## src/charger_option_defines.svh

```systemverilog
// offsets, field positions, reset values and timing counts of the option block
`ifndef CHARGER_OPTION_DEFINES_SVH
`define CHARGER_OPTION_DEFINES_SVH

// ==========================================================================
// register command codes
`define OPT_MONCMP_ADDR 8'h3b
`define OPT_LIMSRC_ADDR 8'h38

// ==========================================================================
// monitor_comparator_options field positions
`define BIT_DCHG_MON_EN 11
`define BIT_PWR_MON_EN 10
`define BIT_PWR_GAIN 9
`define BIT_COMPARATOR_REFERENCE_SELECT 7
`define BIT_COMPARATOR_POLARITY_SELECT 6
`define BIT_DEG_HI 5
`define BIT_DEG_LO 4
`define BIT_LATCHOFF_EN 3
`define BIT_SHIP_DCHG 1

// current_limit_source_options field positions and fixed bits
`define BIT_EXT_LIMIT_EN 7
`define LIMSRC_FIXED_ONES 16'h0304

// ==========================================================================
// reset values
`define RST_DCHG_MON_EN 1'b0
`define RST_PWR_MON_EN 1'b0
`define RST_PWR_GAIN 1'b1
`define RST_COMPARATOR_REFERENCE_SELECT 1'b0
`define RST_COMPARATOR_POLARITY_SELECT 1'b0
`define RST_DEG_SEL 2'b01
`define RST_LATCHOFF_EN 1'b0
`define RST_EXT_LIMIT_EN 1'b1

// ==========================================================================
// power monitor gain in units of 0.25 uA/W
`define GAIN_10M_LOW 4'h1
`define GAIN_10M_HIGH 4'h4
`define GAIN_20M_LOW 4'h2
`define GAIN_20M_HIGH 4'h8

// ==========================================================================
// timing: figures in their own unit, counts derived at the 10 ns clock
`define CLK_PERIOD_NS 10
`define DEG_SHORT_US 1
`define DEG_MID_MS 2
`define DEG_LONG_S 5
`define SHIP_TIME_MS 140
`define DEG_SHORT_CYC ((`DEG_SHORT_US * 1000 + `CLK_PERIOD_NS - 1) / `CLK_PERIOD_NS)
`define DEG_MID_CYC ((`DEG_MID_MS * 1000000 + `CLK_PERIOD_NS - 1) / `CLK_PERIOD_NS)
`define DEG_LONG_CYC ((64'd`DEG_LONG_S * 64'd1000000000 + 64'd9) / 64'd`CLK_PERIOD_NS)
`define SHIP_CYC ((`SHIP_TIME_MS * 1000000 + `CLK_PERIOD_NS - 1) / `CLK_PERIOD_NS)

`endif

```

## src/charger_option_pkg.sv

```systemverilog
// types shared by the option block and its helpers
package charger_option_pkg;
  // comparator deglitch field
  typedef enum logic [1:0] {
    DEG_OFF = 2'b00,
    DEG_SHORT = 2'b01,
    DEG_MID = 2'b10,
    DEG_LONG = 2'b11
  } deg_sel_e;

  typedef logic [31:0] cnt_t;
endpackage

```

## src/option_link_if.sv

```systemverilog
// interfaces between the option block and its deglitch and ship timer helpers
`timescale 1ns/1ps
`default_nettype none

// ==========================================================================
// comparator deglitch link
interface deg_if;
  import charger_option_pkg::*;
  logic raw;
  cnt_t delay_cyc;
  logic filt;
  modport filter (input raw, input delay_cyc, output filt);
  modport ctrl (output raw, output delay_cyc, input filt);
endinterface

// ==========================================================================
// ship-mode discharge timer link
interface ship_if;
  logic start;
  logic stop;
  logic active;
  modport timer (input start, input stop, output active);
  modport ctrl (output start, output stop, input active);
endinterface

`default_nettype wire

```

## src/charger_option_control_bits.sv

```systemverilog
// option register bank: monitor enables, comparator, latch-off, ship discharge, limits
`timescale 1ns/1ps
`default_nettype none
`include "charger_option_defines.svh"

// ==========================================================================
// register map
// 0x3b monitor_comparator_options: 11 discharge monitor, 10 power monitor, 9 gain,
//   7 reference, 6 polarity, 5:4 deglitch, 3 latch-off, 1 ship discharge
// 0x38 current_limit_source_options: 7 external limit, fixed ones at 9:8 and 2
// reserved bits ignore writes and read their fixed values
// reads answer one cycle after the strobe; writes land on the strobe edge

module charger_option_control_bits
  import charger_option_pkg::*;
#(
  parameter int LIMIT_W = 16,
  parameter cnt_t DEG_MID_CYC = 32'(`DEG_MID_CYC),
  parameter cnt_t DEG_LONG_CYC = 32'(`DEG_LONG_CYC),
  parameter cnt_t SHIP_CYC = 32'(`SHIP_CYC)
)(
  input wire logic CLK_SYS,
  input wire logic RESET_N,
  input wire logic REG_WR,
  input wire logic REG_RD,
  input wire logic [7:0] REG_ADDR,
  input wire logic [15:0] REG_WDATA,
  output logic [15:0] REG_RDATA,
  output logic REG_RD_VALID,
  output logic REG_ADDR_ERR,
  input wire logic COMPARATOR_INPUT_ABOVE,
  input wire logic SENSE_RES_20MOHM,
  input wire logic [LIMIT_W-1:0] CHARGE_LIMIT_REG,
  input wire logic [LIMIT_W-1:0] DISCHARGE_LIMIT_REG,
  input wire logic [LIMIT_W-1:0] EXTERNAL_CURRENT_LIMIT_PIN,
  output logic DISCHARGE_MONITOR_OUT_ENABLE,
  output logic POWER_MONITOR_OUT_ENABLE,
  output logic [3:0] POWER_MONITOR_GAIN,
  output logic COMPARATOR_REFERENCE_1V2,
  output logic COMPARATOR_ENABLE,
  output logic COMPARATOR_OUTPUT,
  output logic ADAPTER_SWITCH_ON,
  output logic REVERSE_BLOCKING_SWITCH_ON,
  output logic BATTERY_SENSE_NEGATIVE_NODE_SINK,
  output logic [LIMIT_W-1:0] CHARGE_LIMIT,
  output logic [LIMIT_W-1:0] DISCHARGE_LIMIT
);

  // ==========================================================================
  // state
  // one packed struct holds the bank; long counters live in the helpers
  typedef struct packed {
    // register fields
    logic discharge_monitor_out_enable;
    logic power_monitor_out_enable;
    logic power_monitor_gain_select;
    logic comparator_reference_select;
    logic comparator_polarity_select;
    deg_sel_e comparator_deglitch_select;
    logic power_path_latchoff_enable;
    logic external_limit_enable;
    // latch and derived outputs
    logic power_path_off;
    logic [3:0] gain;
    // read port
    logic [15:0] rdata;
    logic rd_valid;
    logic addr_err;
    // effective limits
    logic [LIMIT_W-1:0] chg_lim;
    logic [LIMIT_W-1:0] dchg_lim;
  } st_s;

  // power-on values; limits start at zero, then follow the inputs
  localparam st_s RST_ST = '{
    discharge_monitor_out_enable: `RST_DCHG_MON_EN,
    power_monitor_out_enable: `RST_PWR_MON_EN,
    power_monitor_gain_select: `RST_PWR_GAIN,
    comparator_reference_select: `RST_COMPARATOR_REFERENCE_SELECT,
    comparator_polarity_select: `RST_COMPARATOR_POLARITY_SELECT,
    comparator_deglitch_select: deg_sel_e'(`RST_DEG_SEL),
    power_path_latchoff_enable: `RST_LATCHOFF_EN,
    external_limit_enable: `RST_EXT_LIMIT_EN,
    power_path_off: 1'b0,
    gain: `GAIN_10M_HIGH,
    rdata: 16'h0000,
    rd_valid: 1'b0,
    addr_err: 1'b0,
    chg_lim: '0,
    dchg_lim: '0
  };

  st_s st_ff;
  st_s nxt_st;

  // links to the deglitch filter and the ship timer
  deg_if dg ();
  ship_if sh ();

  // decode strobes, comparator status and read views
  logic wr_moncmp;
  logic wr_limsrc;
  logic cmp_on;
  logic cmp_trip;
  logic [15:0] moncmp_view;
  logic [15:0] limsrc_view;

  // ==========================================================================
  // address decode
  // a write to another code changes nothing; only the error pulse shows it
  assign wr_moncmp = REG_WR && (REG_ADDR == `OPT_MONCMP_ADDR);
  assign wr_limsrc = REG_WR && (REG_ADDR == `OPT_LIMSRC_ADDR);

  // ==========================================================================
  // comparator path
  // field 00 turns the comparator off and parks the filter input at its below-threshold level
  assign cmp_on = (st_ff.comparator_deglitch_select != DEG_OFF);

  // hazard: the filter idles high whatever the polarity, so turning polarity to 1
  // while the input is below threshold holds the output high for one deglitch
  // interval; with latch-off enabled that reads as a trip, so set polarity first
  // polarity: 0 gives low above threshold, 1 gives high above threshold
  always_comb begin
    // disabled: park raw at the below-threshold level so no trip follows
    if (!cmp_on) begin
      dg.raw = ~st_ff.comparator_polarity_select;
    end else if (st_ff.comparator_polarity_select) begin
      dg.raw = COMPARATOR_INPUT_ABOVE;
    end else begin
      dg.raw = ~COMPARATOR_INPUT_ABOVE;
    end
  end

  // deglitch length for falling edges of the output
  // the short count follows the clock period; the long ones are parameters
  always_comb begin
    case (st_ff.comparator_deglitch_select)
      DEG_SHORT: dg.delay_cyc = 32'(`DEG_SHORT_CYC);
      DEG_MID: dg.delay_cyc = DEG_MID_CYC;
      DEG_LONG: dg.delay_cyc = DEG_LONG_CYC;
      default: dg.delay_cyc = 32'h1;
    endcase
  end

  fall_deglitch u_deglitch (
    .clk(CLK_SYS),
    .rst_n(RESET_N),
    .dg(dg.filter)
  );

  // tripped means the filtered output sits at its above-threshold level
  assign cmp_trip = cmp_on && (dg.filt == st_ff.comparator_polarity_select);

  // ==========================================================================
  // ship-mode discharge timer control
  // a write with the bit at 0 aborts, a 1 restarts the interval
  // start and stop come straight from the strobe, with no extra cycle
  assign sh.start = wr_moncmp && REG_WDATA[`BIT_SHIP_DCHG];
  assign sh.stop = wr_moncmp && !REG_WDATA[`BIT_SHIP_DCHG];

  ship_discharge_timer #(
    .SHIP_CYC(SHIP_CYC)
  ) u_ship (
    .clk(CLK_SYS),
    .rst_n(RESET_N),
    .sh(sh.timer)
  );

  // ==========================================================================
  // read views, reserved bits fixed
  // the ship bit reads the timer, so it drops by itself when the interval ends
  always_comb begin
    moncmp_view = 16'h0000;
    moncmp_view[`BIT_DCHG_MON_EN] = st_ff.discharge_monitor_out_enable;
    moncmp_view[`BIT_PWR_MON_EN] = st_ff.power_monitor_out_enable;
    moncmp_view[`BIT_PWR_GAIN] = st_ff.power_monitor_gain_select;
    moncmp_view[`BIT_COMPARATOR_REFERENCE_SELECT] = st_ff.comparator_reference_select;
    moncmp_view[`BIT_COMPARATOR_POLARITY_SELECT] = st_ff.comparator_polarity_select;
    moncmp_view[`BIT_DEG_HI:`BIT_DEG_LO] = st_ff.comparator_deglitch_select;
    moncmp_view[`BIT_LATCHOFF_EN] = st_ff.power_path_latchoff_enable;
    moncmp_view[`BIT_SHIP_DCHG] = sh.active;
  end

  always_comb begin
    limsrc_view = `LIMSRC_FIXED_ONES;
    limsrc_view[`BIT_EXT_LIMIT_EN] = st_ff.external_limit_enable;
  end

  // ==========================================================================
  // next state
  always_comb begin
    nxt_st = st_ff;
    // register writes, only the documented fields are stored
    if (wr_moncmp) begin
      nxt_st.discharge_monitor_out_enable = REG_WDATA[`BIT_DCHG_MON_EN];
      nxt_st.power_monitor_out_enable = REG_WDATA[`BIT_PWR_MON_EN];
      nxt_st.power_monitor_gain_select = REG_WDATA[`BIT_PWR_GAIN];
      nxt_st.comparator_reference_select = REG_WDATA[`BIT_COMPARATOR_REFERENCE_SELECT];
      nxt_st.comparator_polarity_select = REG_WDATA[`BIT_COMPARATOR_POLARITY_SELECT];
      nxt_st.comparator_deglitch_select = deg_sel_e'(REG_WDATA[`BIT_DEG_HI:`BIT_DEG_LO]);
      nxt_st.power_path_latchoff_enable = REG_WDATA[`BIT_LATCHOFF_EN];
    end
    if (wr_limsrc) begin
      nxt_st.external_limit_enable = REG_WDATA[`BIT_EXT_LIMIT_EN];
    end

    // latch-off: a trip sets it, a cleared enable releases it a cycle later
    // a trip in the clearing write's own cycle can still turn the switches off for one
    // cycle; the cleared enable still wins on the next edge
    if (!st_ff.power_path_latchoff_enable) begin
      nxt_st.power_path_off = 1'b0;
    end else if (cmp_trip) begin
      nxt_st.power_path_off = 1'b1;
    end

    // power monitor gain in quarter uA/W steps
    // 1 and 4 with 10 mOhm sense resistors, 2 and 8 with 20 mOhm on a path
    case ({SENSE_RES_20MOHM, st_ff.power_monitor_gain_select})
      2'b00: nxt_st.gain = `GAIN_10M_LOW;
      2'b01: nxt_st.gain = `GAIN_10M_HIGH;
      2'b10: nxt_st.gain = `GAIN_20M_LOW;
      2'b11: nxt_st.gain = `GAIN_20M_HIGH;
      default: nxt_st.gain = `GAIN_10M_HIGH;
    endcase

    // current limit source
    // pin and registers share units, so a plain compare picks the lower
    if (!st_ff.external_limit_enable) begin
      nxt_st.chg_lim = CHARGE_LIMIT_REG;
      nxt_st.dchg_lim = DISCHARGE_LIMIT_REG;
    end else begin
      nxt_st.chg_lim = (EXTERNAL_CURRENT_LIMIT_PIN < CHARGE_LIMIT_REG) ?
                       EXTERNAL_CURRENT_LIMIT_PIN : CHARGE_LIMIT_REG;
      nxt_st.dchg_lim = (EXTERNAL_CURRENT_LIMIT_PIN < DISCHARGE_LIMIT_REG) ?
                        EXTERNAL_CURRENT_LIMIT_PIN : DISCHARGE_LIMIT_REG;
    end

    // read answer one cycle after the strobe, unmapped codes read zero
    // a read and a write on one code in one cycle return the old value
    nxt_st.rd_valid = REG_RD;
    nxt_st.addr_err = (REG_RD || REG_WR) && (REG_ADDR != `OPT_MONCMP_ADDR) &&
                      (REG_ADDR != `OPT_LIMSRC_ADDR);
    if (REG_RD) begin
      if (REG_ADDR == `OPT_MONCMP_ADDR) begin
        nxt_st.rdata = moncmp_view;
      end else if (REG_ADDR == `OPT_LIMSRC_ADDR) begin
        nxt_st.rdata = limsrc_view;
      end else begin
        nxt_st.rdata = 16'h0000;
      end
    end
  end

  // ==========================================================================
  // state register, synchronous reset
  // reset also clears a held latch-off, as power-on must
  // and returns the bank to its read values 0x0210 and 0x0384
  always_ff @(posedge CLK_SYS) begin
    if (!RESET_N) begin
      st_ff <= RST_ST;
    end else begin
      st_ff <= nxt_st;
    end
  end

  // ==========================================================================
  // outputs
  // both switches share one latch, so they always move together
  // data outputs come from flip-flops; the comparator enable follows the field
  assign REG_RDATA = st_ff.rdata;
  assign REG_RD_VALID = st_ff.rd_valid;
  assign REG_ADDR_ERR = st_ff.addr_err;
  assign DISCHARGE_MONITOR_OUT_ENABLE = st_ff.discharge_monitor_out_enable;
  assign POWER_MONITOR_OUT_ENABLE = st_ff.power_monitor_out_enable;
  assign POWER_MONITOR_GAIN = st_ff.gain;
  assign COMPARATOR_REFERENCE_1V2 = st_ff.comparator_reference_select;
  assign COMPARATOR_ENABLE = cmp_on;
  assign COMPARATOR_OUTPUT = dg.filt;
  assign ADAPTER_SWITCH_ON = ~st_ff.power_path_off;
  assign REVERSE_BLOCKING_SWITCH_ON = ~st_ff.power_path_off;
  assign BATTERY_SENSE_NEGATIVE_NODE_SINK = sh.active;
  assign CHARGE_LIMIT = st_ff.chg_lim;
  assign DISCHARGE_LIMIT = st_ff.dchg_lim;

endmodule

`default_nettype wire

```

## src/fall_deglitch.sv

```systemverilog
// falling-edge deglitch filter for the comparator output
`timescale 1ns/1ps
`default_nettype none

module fall_deglitch
  import charger_option_pkg::*;
(
  input wire logic clk,
  input wire logic rst_n,
  deg_if.filter dg
);
  typedef struct packed {
    logic filt;
    cnt_t cnt;
  } st_s;

  st_s st_ff;
  st_s nxt_st;

  // ==========================================================================
  // rising passes at once, falling waits for delay_cyc low cycles
  always_comb begin
    nxt_st = st_ff;
    if (dg.raw) begin
      nxt_st.filt = 1'b1;
      nxt_st.cnt = '0;
    end else if (st_ff.filt) begin
      if (st_ff.cnt >= dg.delay_cyc - 32'h1) begin
        nxt_st.filt = 1'b0;
        nxt_st.cnt = '0;
      end else begin
        nxt_st.cnt = st_ff.cnt + 32'h1;
      end
    end
  end

  // state register, idle high
  always_ff @(posedge clk) begin
    if (!rst_n) begin
      st_ff <= '{filt: 1'b1, cnt: 32'h0};
    end else begin
      st_ff <= nxt_st;
    end
  end

  assign dg.filt = st_ff.filt;
endmodule

`default_nettype wire

```

## src/ship_discharge_timer.sv

```systemverilog
// one-shot timer that holds the ship-mode discharge sink on
`timescale 1ns/1ps
`default_nettype none

module ship_discharge_timer
  import charger_option_pkg::*;
#(
  parameter cnt_t SHIP_CYC = 32'd14000000
)(
  input wire logic clk,
  input wire logic rst_n,
  ship_if.timer sh
);
  typedef struct packed {
    logic active;
    cnt_t cnt;
  } st_s;

  st_s st_ff;
  st_s nxt_st;

  // ==========================================================================
  // start restarts the interval and wins over expiry and stop
  always_comb begin
    nxt_st = st_ff;
    if (sh.start) begin
      nxt_st.active = 1'b1;
      nxt_st.cnt = '0;
    end else if (sh.stop) begin
      nxt_st.active = 1'b0;
      nxt_st.cnt = '0;
    end else if (st_ff.active) begin
      if (st_ff.cnt >= SHIP_CYC - 32'h1) begin
        nxt_st.active = 1'b0;
        nxt_st.cnt = '0;
      end else begin
        nxt_st.cnt = st_ff.cnt + 32'h1;
      end
    end
  end

  // state register
  always_ff @(posedge clk) begin
    if (!rst_n) begin
      st_ff <= '{active: 1'b0, cnt: 32'h0};
    end else begin
      st_ff <= nxt_st;
    end
  end

  assign sh.active = st_ff.active;
endmodule

`default_nettype wire

```

## config.mk

```make
export PLATFORM = sky130hd
export DESIGN_NAME = charger_option_control_bits
export DESIGN_NICKNAME = d
export VERILOG_FILES = /design/src/charger_option_pkg.sv /design/src/option_link_if.sv /design/src/charger_option_control_bits.sv /design/src/fall_deglitch.sv /design/src/ship_discharge_timer.sv
export VERILOG_INCLUDE_DIRS = /design/src /design/src/src
export SDC_FILE = /design/constraint.sdc
export NUM_CORES = 1
export LEC_CHECK = 0
export ABC_AREA = 1
export BUFFER_PORTS_ARGS = -buffer_cell sky130_fd_sc_hd__buf_2
export CAP_MARGIN = 10
export CORE_MARGIN = 2
export CORE_UTILIZATION = 46
export CTS_CLUSTER_SIZE = 30
export DETAILED_ROUTE_END_ITERATION = 8
export GPL_TIMING_DRIVEN = 0
export PLACE_DENSITY_LB_ADDON = 0.05
export SYNTH_ARGS = -nofsm -noshare
export SYNTH_HDL_FRONTEND = slang
export SYNTH_SLANG_ARGS = --single-unit
```

## constraint.sdc

```tcl
create_clock -name CLK_SYS -period 1.81 [get_ports CLK_SYS]
set_input_delay 0.362 -clock CLK_SYS [delete_from_list [all_inputs] [get_ports CLK_SYS]]
set_output_delay 0.362 -clock CLK_SYS [all_outputs]
set_load 0.05 [all_outputs]
```

==> flow_summary.json, run 1 <==
{
  "min_path_type": "input port to register",
  "root_buffer": "clkbuf_16",
  "wl_um": 22100,
  "final_core_util_pct": 59.3,
  "setup.worst_path.end_class": "register",
  "fill_cells": 1654,
  "synth.distinct_cells": 43,
  "startpoint_type": "register",
  "cp.arrival_ns": 2.41,
  "nets": 1454,
  "num_io_pins": 140,
  "drc_errors": 0,
  "yosys_warnings": 0,
  "wire_per_inst_um": 14.2,
  "fin_total_pwr_w": 0.00756,
  "r2r_slack_ns": -0.26,
  "p_int_w": 0.00552,
  "finalHoldViolations": 0,
  "tightestPinTransition_ns": 0.542,
  "cts_tree": "built",
  "drtIter0Drc": 451,
  "grt_max_degree": 17,
  "setup_viol": 32,
  "slew_violations": 0,
  "peakVddDrop_v": 0.000627,
  "cp_max_fo": 10,
  "clock_path_buffers": 2,
  "syn-cell-area_um2": 7950,
  "failed_checks": "setup timing",
  "power.density_nw_per_um2": 744,
  "row_count": 48,
  "power.share.switching_pct": 27.0,
  "hpwlAfterDp_um": 16200,
  "timing.fmax_mhz": 483,
  "h-tree-depth": 4,
  "maxCapViolations": 0,
  "clock_skew_ns": 0.00595,
  "clk_pin_slew_worst_paths_ns": 0.06,
  "place.gp.congestion": 0.885,
  "synth_top_family_by_area": "simple AND/OR/NAND/NOR gates",
  "synth_xor_xnor_area_share_pct": 3.86,
  "finalWorstSetupSlack_ns": -0.259,
  "status": "complete, but fails checks",
  "rsz0062_at_grt": "true",
  "start_util_pct": 46.4,
  "slew_headroom_pct": 63.9,
  "finalCritPeriodShare_pct": 114,
  "clk_latency_ns": 0.42,
  "final_layout_size_suffix_gt1_share_pct": 26.3,
  "grt.overflow.total": 0,
  "cts_buffers": 17,
  "grt_pass1_vias": 7269,
  "timing.setup.tns_ns": -6.70,
  "period_minus_slack_ns": 2.07,
  "die_y_um": 135,
  "synth_area_per_cell_um2": 6.95,
  "vias": 7859,
  "area_growth_pct": 27.7,
  "drtPass1Iterations": 5,
  "port_buffers": 125,
  "core-area_um2": 17100,
  "ant_nets": 0,
  "r2r-end": "u_deglitch.st_ff[1]",
  "crit_type": "register to register",
  "post_drt_via_cell_ratio": 5.05,
  "die-area_um2": 18300,
  "crit_required_ns": 2.15,
  "die_w_um": 135,
  "clock-sinks": 124,
  "synthAdderAreaFrac_pct": 9.45,
  "p_comb_share_pct": 14.9,
  "synth_compound_area_share_pct": 11.4,
  "switchingPower_w": 0.00204,
  "ys_seq_elements": 124,
  "p_clk_share_pct": 47.4,
  "grt_usage_pct": 24.0,
  "dp_slack_ns": -0.394,
  "crit_end": "u_deglitch.st_ff[1]",
  "antenna_found_initial": 1,
  "muxShareOfSynthArea_pct": 0,
  "ys_seq_area_share_pct": 31.2,
  "synth-simple-area-share_pct": 31.4,
  "power_leakage_nw": 4.56,
  "syn_inst": 1144,
  "reg2reg_depth": 11,
  "crit_start": "moncmp_view[5]",
  "grt_pass1_wl_um": 35100,
  "power_frac_seq_pct": 37.7,
  "reg2reg_from": "moncmp_view[5]"
}
Yosys cell counts:
cell type | number | share of area (%)
buf_4 | 53 | 5.0
o21ai_1 | 2 | 0.13
conb_1 | 2 | 0.095
nand4_1 | 32 | 2.5
o311ai_0 | 1 | 0.11
inv_2 | 9 | 0.43
o21a_1 | 2 | 0.19
nor3_1 | 15 | 0.94
o21bai_1 | 2 | 0.19
a21o_1 | 4 | 0.38
nor2_1 | 137 | 6.5
or2_2 | 1 | 0.079
nor2_4 | 4 | 0.57
o221ai_1 | 1 | 0.11
nor4_2 | 1 | 0.16
buf_2 | 22 | 1.4
inv_1 | 97 | 4.6
xor2_1 | 26 | 2.9
and2_1 | 1 | 0.079
nor2_2 | 10 | 0.79
nor3_2 | 6 | 0.76
a21oi_2 | 1 | 0.11
nand2_2 | 2 | 0.16
nand3_2 | 1 | 0.13
buf_1 | 1 | 0.047
a21oi_1 | 111 | 7.0
buf_6 | 2 | 0.28
nand3_4 | 1 | 0.22
a21oi_4 | 1 | 0.20
clkbuf_2 | 1 | 0.063
nand2_1 | 246 | 12
or2_1 | 1 | 0.079
nand3b_1 | 29 | 2.7
ha_1 | 60 | 9.4
xnor2_1 | 9 | 0.99
and3_1 | 1 | 0.079
o21ai_0 | 39 | 2.5
a2111oi_0 | 1 | 0.11
dfxtp_1 | 124 | 31
nand3_1 | 64 | 4.0
clkbuf_1 | 17 | 0.80
o211ai_1 | 2 | 0.19
a211oi_1 | 2 | 0.19
cell usage in the layout (no fill, tap or decap), types with 3 or more instances in the layout:
| cell | n |
|---|---|
| nand2_1 | 229 |
| buf_2 | 138 |
| nor2_1 | 128 |
| dfxtp_1 | 120 |
| a21oi_1 | 106 |
| inv_1 | 94 |
| buf_4 | 64 |
| nand3_1 | 58 |
| ha_1 | 48 |
| o21ai_0 | 38 |
| nand4_1 | 32 |
| nand3b_1 | 29 |
| xor2_1 | 26 |
| clkbuf_16 | 19 |
| clkbuf_1 | 17 |
| nand2_2 | 14 |
| nor2_2 | 14 |
| nor3_1 | 13 |
| buf_6 | 11 |
| ha_4 | 11 |
| conb_1 | 10 |
| nor2_4 | 9 |
| inv_2 | 9 |
| xnor2_1 | 9 |
| nand3_2 | 7 |
| nor3_2 | 7 |
| a21oi_2 | 6 |
| nand2_4 | 5 |
| a21o_1 | 4 |
| clkbuf_8 | 4 |
| buf_8 | 3 |
| inv_4 | 3 |
| o21ai_1 | 3 |
| bufinv_16 | 3 |
| clkinv_2 | 3 |
| dfxtp_2 | 3 |
worst min-delay path by stage:
stage / start / to / slack (ns) / cells after the start
2_1_floorplan: moncmp_view[9] / POWER_MONITOR_GAIN[1] / 0.41 / 1
3_3_place_gp: moncmp_view[9] / POWER_MONITOR_GAIN[1] / 0.43 / 1
4_1_cts: SENSE_RES_20MOHM / POWER_MONITOR_GAIN[0] / 0.12 / 2
3_5_place_dp: moncmp_view[9] / POWER_MONITOR_GAIN[1] / 0.43 / 1
5_1_grt: SENSE_RES_20MOHM / POWER_MONITOR_GAIN[0] / 0.15 / 2
6_report: SENSE_RES_20MOHM / POWER_MONITOR_GAIN[0] / 0.14 / 2
cell type report:
| type | instances | area [µm²] | area share, % |
|---|---|---|---|
| antenna | 1 | 2.50 | 0.0247 |
| buffer | 96 | 664 | 6.55 |
| clock buffer | 22 | 484 | 4.77 |
| clock inverter | 10 | 138 | 1.36 |
| inverter | 106 | 405 | 3.99 |
| multi-input combinational | 827 | 4830 | 47.6 |
| sequential | 124 | 2490 | 24.5 |
| tap | 225 | 282 | 2.77 |
| timing repair buffer | 144 | 850 | 8.37 |
stage by stage:
step                      cells  cell area, µm²  hold WS, ns
after floorplan            1152            8000        0.413
after global placement     1502            8900        0.431
after detailed placement   1502            8900        0.435
after CTS                  1540            9730        0.124
after global routing       1554           10100        0.145
final                      1555           10100        0.138
routing by layer:
metal  global-route usage, %  vias to the layer above  part of all wire (%)
met4                    6.19                        2                   1.3
li1                        -                     4046                     -
met5                       0                        -                 0.059
met2                    40.7                      170                    47
met1                    30.3                     3615                    45
met3                    6.58                       26                   6.3
flip-flops by register name (all words and copies together) (netlist names), 4 cells and up:
register,count
u_deglitch.st_ff,32
CHARGE_LIMIT,16
POWER_MONITOR_GAIN,4
moncmp_view,5
REG_RDATA,10
DISCHARGE_LIMIT,16
u_ship.st_ff,32
what timing repair did:
item                       CTS  global route
setup buffers                3            10
hold buffers                 0             0
resized for setup           41            64
setup endpoints to repair   53            67
pin swaps                    9            20
cloned                       3             4
cell families after synthesis:
group,Yosys count
simple gates,552
buf+inv,202
compound gates,169
flops,124
fa+ha+maj,60
xor+xnor,35
other cells,2
worst max-delay path, stage by stage (launching register included):
cell and delay (ns):
dfxtp_2 0.36, buf_6 0.14, buf_12 0.10, nand2_4 0.07
ha_1 0.27, and3_1 0.17, nand2_1 0.16, a21oi_2 0.07
nor2_4 0.20, buf_6 0.19, nand3_1 0.11, a21oi_2 0.14
power by group through the flow:
stage	Combinational (W)	Sequential, W	Clock, W
4_1_cts	0.00111	0.00285	0.00365
6_report	0.00112	0.00285	0.00358
3_5_place_dp	0.00110	0.00291	0
5_1_grt	0.00123	0.00286	0.00378
3_3_place_gp	0.00109	0.00291	0
2_1_floorplan	0.000801	0.00291	0
(Power assumes the default switching activity.)
==> run 2, diff against run 1 <==
--- a/config.mk
+++ b/config.mk
@@ -6,7 +6,7 @@
 export SDC_FILE = /design/constraint.sdc
 export NUM_CORES = 1
 export LEC_CHECK = 0
-export ABC_AREA = 1
+export ABC_AREA = 0
 export BUFFER_PORTS_ARGS = -buffer_cell sky130_fd_sc_hd__buf_2
 export CAP_MARGIN = 10
 export CORE_MARGIN = 2
==> flow_summary.json, run 2 <==
{
  "post_drt_via_cell_ratio": 5.58,
  "syn_inst": 934,
  "grt_usage_pct": 25.1,
  "h-tree-depth": 4,
  "fill_cells": 1431,
  "final_layout_size_suffix_gt1_share_pct": 38.2,
  "yosys_warnings": 0,
  "reg2reg_depth": 13,
  "timing.fmax_mhz": 389,
  "vias": 7621,
  "ant_nets": 0,
  "failed_checks": "setup timing",
  "path_cells": "buf_12 > nand2_8 > ha_4 > nand4_1 > buf_4 > nor4_4 > o2111ai_2 > a41oi_2 > buf_8 > clkbuf_16 > buf_8 > a21oi_1 > a21o_1",
  "cts_tree": "built",
  "port_buffers": 126,
  "placed_cell_area_um2": 9140,
  "startpoint_type": "register",
  "synth_top_family_by_area": "simple AND/OR/NAND/NOR gates",
  "wl_um": 22700,
  "power.density_nw_per_um2": 733,
  "slowest_stage": "dfxtp_2",
  "power_frac_seq_pct": 36.0,
  "power_leakage_nw": 4.67,
  "nets": 1271,
  "clock_skew_ns": 0.00498,
  "gr-max-usage-layer": "met2",
  "finalHoldViolations": 0,
  "rsz0062_at_grt": "true",
  "layout_commonest_cell": "buf_2",
  "met1_usage_pct": 33.5,
  "die_y_um": 133,
  "critPathMostFrequentCell": "buf_8",
  "place.gp.congestion": 0.824,
  "drc_errors": 0,
  "synth_edf_count": 0,
  "crit_required_ns": 2.13,
  "drtIter0Drc": 480,
  "reg_top3": "u_deglitch.st_ff: 32 flops, u_ship.st_ff: 32 flops",
  "synthTopCellsByArea": "dfxtp_1, ha_1, buf_4",
  "p_clk_share_pct": 45.8,
  "clk_pin_slew_worst_paths_ns": 0.06,
  "synth_most_common_cell": "dfxtp_1",
  "syn-cell-area_um2": 7690,
  "drtPass1Iterations": 5,
  "p_int_w": 0.00565,
  "area_growth_pct": 40.5,
  "grt_pass1_wl_um": 36000,
  "grt.overflow.total": 0,
  "finalWorstSetupSlack_ns": -0.760,
  "die-area_um2": 17800,
  "setup_viol": 58,
  "peakVddDrop_v": 0.000708,
  "crit_type": "register to register",
  "cp_max_fo": 8,
  "clk_latency_ns": 0.43,
  "clock_path_buffers": 2,
  "cts_hold_buf": 0,
  "setup.worst_path.end_class": "register",
  "synthAdderAreaFrac_pct": 9.76,
  "core-area_um2": 16500,
  "grt_util_met3_pct": 5.56,
  "die_w_um": 133,
  "ys_seq_elements": 124,
  "synthDominantCellAreaShare_pct": 32.3,
  "synth-simple-area-share_pct": 25.4,
  "synth_area_leader_cell": "dfxtp_1",
  "antenna_found_initial": 0,
  "slowest_delay_ns": 0.34,
  "synth_compound_area_share_pct": 17.4,
  "power.share.switching_pct": 28.7,
  "switchingPower_w": 0.00227,
  "grt_pass1_vias": 7087,
  "critPathBufInv": 5,
  "wire_per_inst_um": 16.6,
  "status": "complete, but fails checks",
  "grt_max_degree": 17,
  "cp.arrival_ns": 2.89,
  "p_comb_share_pct": 18.2,
  "synthFlopType": "dfxtp_1",
  "muxShareOfSynthArea_pct": 3.77,
  "synth-async-reset-ratio_pct": 0,
  "cts_buffers": 17,
  "post-route-cell-area_um2": 10800,
  "row_count": 47,
  "period_minus_slack_ns": 2.57,
  "cpLargestDelayFamily": "buffers and inverters",
  "synth.distinct_cells": 65,
  "start_util_pct": 46.7,
  "root_buffer": "clkbuf_16",
  "ys_seq_area_share_pct": 32.3,
  "tightestPinTransition_ns": 0.653,
  "synth_common_cells": "dfxtp_1, nand2_1, ha_1, nand3_1, buf_4",
  "finalCritPeriodShare_pct": 142,
  "synth_area_per_cell_um2": 8.24,
  "hold_path_depth": 2,
  "min_path_type": "input port to register",
  "num_io_pins": 140,
  "hpwlAfterDp_um": 15700,
  "clock-sinks": 124,
  "cp.depth": 13,
  "slew_violations": 0,
  "synth_xor_xnor_area_share_pct": 1.02,
  "met2_usage_pct": 40.3,
  "layout_common_cells": "buf_2, dfxtp_1, nand2_1",
  "slew_headroom_pct": 56.2,
  "maxCapViolations": 0,
  "timing.setup.tns_ns": -28.27,
  "antennaDiodeCount": 0
}
run 2: cell types whose count changed in the layout (fill, tap and decap cells not counted), sizes merged, moves of 16 or more:
cell and delta:
inv -55, a21o +26, buf +23, nand4 +20
a32oi +16, nand2b +23, nand2 -149, or4 +20
mux2i +29, nor2 -113, nand3b -28, a21oi -67
xor2 -18, o311ai +16
run 2: logic make-up after synthesis:
| kind of cell | Yosys count |
|---|---|
| mux | 29 |
| simple gates | 367 |
| buf+inv | 151 |
| flops | 124 |
| other cells | 2 |
| compound gates | 192 |
| xor+xnor | 9 |
| fa+ha+maj | 60 |
run 2: layout make-up:
type                    instances  area, µm²  area share (%)
multi-input cells             667       5270            48.8
clock buffers                  19        464            4.29
repair buffers                174       1100            10.1
plain buffers                 100        817            7.56
inverters                      49        216            2.00
well taps                     220        275            2.55
flip-flops and latches        124       2500            23.2
clock inverters                12        161            1.49
run 2: path summary, 6_finish.rpt:
path | slack, ns | end | startpoint
worst max-delay path | -0.76 | u_deglitch.st_ff[21] | moncmp_view[5]
worst min-delay path | 0.13 | POWER_MONITOR_GAIN[0] | SENSE_RES_20MOHM
worst max register to register | -0.76 | u_deglitch.st_ff[21] | moncmp_view[5]
worst min register to register | 0.47 | u_ship.st_ff[11] | u_ship.st_ff[11]
run 2: worst register-to-register path: stages, from the launching register on:
cell and delay, ns:
dfxtp_2 0.34, buf_12 0.13, nand2_8 0.10, ha_4 0.29, nand4_1 0.11, buf_4 0.16
nor4_4 0.20, o2111ai_2 0.21, a41oi_2 0.29, buf_8 0.19, clkbuf_16 0.16, buf_8 0.11
a21oi_1 0.04, a21o_1 0.15
run 2: per-stage QoR:
stage          cells  worst slack (ns)  power (W)  utilization, %  hold WS (ns)
4_1_cts         1353            -0.729    0.00788            63.2         0.125
3_5_place_dp    1288             -1.00    0.00425            55.5         0.461
3_3_place_gp    1288            -0.981    0.00424            55.5         0.442
6_report        1365            -0.760    0.00792            65.6         0.134
2_1_floorplan    942            -0.550    0.00389               -         0.429
5_1_grt         1365            -0.851    0.00821            65.6         0.132
run 2: what timing repair did:
item / in CTS / in global routing
pin swaps: 37 / 32
endpoints found under the setup margin: 71 / 90
setup buffers: 34 / 12
gates cloned: 3 / 3
gates resized for setup: 82 / 80
run 2: power by group through the flow:
stage                     Combinational [W]  Sequential [W]  Clock [W]
final                               0.00144         0.00285    0.00363
after global routing                0.00155         0.00286    0.00381
after CTS                           0.00137         0.00285    0.00366
after detailed placement            0.00134         0.00291          0
after global placement              0.00133         0.00291          0
after floorplan                    0.000974         0.00291          0
run 2: layer usage:
layer	vias to the layer above	share of wire, %
li1	3763	-
met1	3573	45
met2	243	47
met3	42	5.7
met4	0	2.1
met5	-	0
==> run 3, diff against run 2 <==
--- a/config.mk
+++ b/config.mk
@@ -11,6 +11,7 @@
 export CAP_MARGIN = 10
 export CORE_MARGIN = 2
 export CORE_UTILIZATION = 46
+export CTS_BUF_LIST = sky130_fd_sc_hd__clkbuf_8
 export CTS_CLUSTER_SIZE = 30
 export DETAILED_ROUTE_END_ITERATION = 8
 export GPL_TIMING_DRIVEN = 0
==> flow_summary.json, run 3 (synthesis results as in run 2) <==
{
  "cp_max_fo": 7,
  "p_int_w": 0.00491,
  "grt_max_degree": 17,
  "drtPass1Iterations": 5,
  "power.density_nw_per_um2": 665,
  "ff_latch_area_um2": 2510,
  "hold_end": "POWER_MONITOR_GAIN[0]",
  "switchingPower_w": 0.00216,
  "die-area_um2": 17800,
  "root_buffer": "clkbuf_8",
  "period_minus_slack_ns": 2.53,
  "reg_top3": "u_deglitch.st_ff: 32 flops, u_ship.st_ff: 32 flops",
  "reg2reg_depth": 11,
  "clk_latency_ns": 0.46,
  "power_leakage_nw": 4.59,
  "finalWorstSetupSlack_ns": -0.720,
  "p_comb_share_pct": 20.8,
  "grt_pass1_wl_um": 35400,
  "tightestPinTransition_ns": 0.644,
  "layout_common_cells": "buf_2, dfxtp_1, nand2_1",
  "p_clk_share_pct": 39.0,
  "slew_violations": 0,
  "post_drt_via_cell_ratio": 5.61,
  "power.share.switching_pct": 30.5,
  "placed_cell_area_um2": 9140,
  "vias": 7635,
  "rsz0062_at_grt": "true",
  "port_buffers": 126,
  "core-area_um2": 16500,
  "h-tree-depth": 4,
  "post-route-cell-area_um2": 10600,
  "hold_path_depth": 2,
  "fill_cells": 1457,
  "r2r_slack_ns": -0.72,
  "r2r-end": "u_deglitch.st_ff[2]",
  "reg2reg_from": "moncmp_view[4]",
  "die_y_um": 133,
  "dp_slack_ns": -1.00,
  "clock-sinks": 124,
  "place.gp.congestion": 0.824,
  "die_w_um": 133,
  "multi_input_area_um2": 5280,
  "worstHoldStart": "SENSE_RES_20MOHM",
  "row_count": 47,
  "clock_skew_ns": 0.00579,
  "slew_headroom_pct": 56.7,
  "crit_type": "register to register",
  "power_frac_seq_pct": 40.2,
  "setup.worst_path.end_class": "register",
  "num_io_pins": 140,
  "cts_tree": "built",
  "start_util_pct": 46.7,
  "drtIter0Drc": 535,
  "min_path_type": "input port to register",
  "maxCapViolations": 0,
  "startpoint_type": "register",
  "finalCritPeriodShare_pct": 140,
  "cts_buffers": 17,
  "grt_usage_pct": 24.6,
  "final_layout_size_suffix_gt1_share_pct": 38.5,
  "finalHoldViolations": 0,
  "antennaDiodeCount": 0,
  "hpwlAfterDp_um": 15700,
  "area_growth_pct": 38.1,
  "grt_pass1_vias": 6975,
  "status": "complete, but fails checks",
  "grt.overflow.total": 0,
  "clk_pin_slew_worst_paths_ns": 0.08,
  "clock_path_buffers": 2,
  "antenna_found_initial": 0,
  "wl_um": 22500,
  "layout_commonest_cell": "buf_2",
  "final_core_util_pct": 64.6,
  "failed_checks": "setup timing",
  "setup_viol": 58,
  "cp.arrival_ns": 2.92,
  "ant_nets": 0,
  "drc_errors": 0,
  "nets": 1267,
  "timing.fmax_mhz": 395,
  "crit_required_ns": 2.20,
  "peakVddDrop_v": 0.000488,
  "wire_per_inst_um": 16.5
}
## run 3: cell count changes in the layout (fill, tap and decap cells not counted), sizes merged
cell / change
buf: -8
bufinv: +1
clkbuf: +3
## run 3: metrics by stage
step | total power, W | TNS, ns | hold WS (ns) | instances
after detailed placement | 0.00425 | -60.25 | 0.461 | 1288
final | 0.00707 | -27.51 | 0.0940 | 1361
after global placement | 0.00424 | -58.66 | 0.442 | 1288
after floorplan | 0.00389 | -16.99 | 0.429 | 942
after global routing | 0.00735 | -32.74 | 0.0788 | 1361
after CTS | 0.00699 | -26.64 | 0.0871 | 1345
## run 3: power groups by stage
stage          Sequential [W]  Combinational (W)  Clock, W
2_1_floorplan         0.00291           0.000974         0
6_report              0.00284            0.00147   0.00276
3_3_place_gp          0.00291            0.00133         0
3_5_place_dp          0.00291            0.00134         0
4_1_cts               0.00284            0.00136   0.00279
5_1_grt               0.00285            0.00158   0.00292
## run 3: timing repair
action                                  CTS  global route
hold buffers                              0             0
gates cloned                              3             4
gates resized for setup                  85            81
pin swaps                                29            27
endpoints found under the setup margin   62            84
buffers inserted                         25            16
## run 3: final cells by class
type	count	area share [%]
clock buffer	18	2.33
tap	220	2.59
buffer	99	7.46
sequential	124	23.6
multi-input combinational	667	49.7
timing repair buffer	171	10.5
clock inverter	13	1.80
inverter	49	2.04
## run 3: worst max-delay path: stages, from the launching register on
cell and delay [ns]:
dfxtp_4 0.39, inv_6 0.10, nand2_8 0.06, ha_4 0.23, nand2b_4 0.13, a2111o_1 0.40, a31oi_4 0.18, a41oi_2 0.17
buf_4 0.16, or3_4 0.38, buf_8 0.15, o21bai_1 0.11
## run 3: layer usage
metal  part of all wire, %  GRT usage [%]  vias up
li1                      -              -     3769
met1                    45           32.9     3595
met2                    47           39.4      237
met3                   5.8           5.71       34
met4                   1.7           7.80        0
met5                     0              0        -
## run 3: worst max path at each step
stage                      endpoint  slack (ns)            from  depth (start not counted)
2_1_floorplan  u_deglitch.st_ff[29]       -0.55  moncmp_view[5]                         11
3_3_place_gp   u_deglitch.st_ff[13]       -0.98  moncmp_view[5]                         11
3_5_place_dp   u_deglitch.st_ff[14]        -1.0  moncmp_view[5]                         11
4_1_cts        u_deglitch.st_ff[15]       -0.74  moncmp_view[5]                         12
5_1_grt        u_deglitch.st_ff[23]       -0.83  moncmp_view[5]                         12
6_report        u_deglitch.st_ff[2]       -0.72  moncmp_view[4]                         11
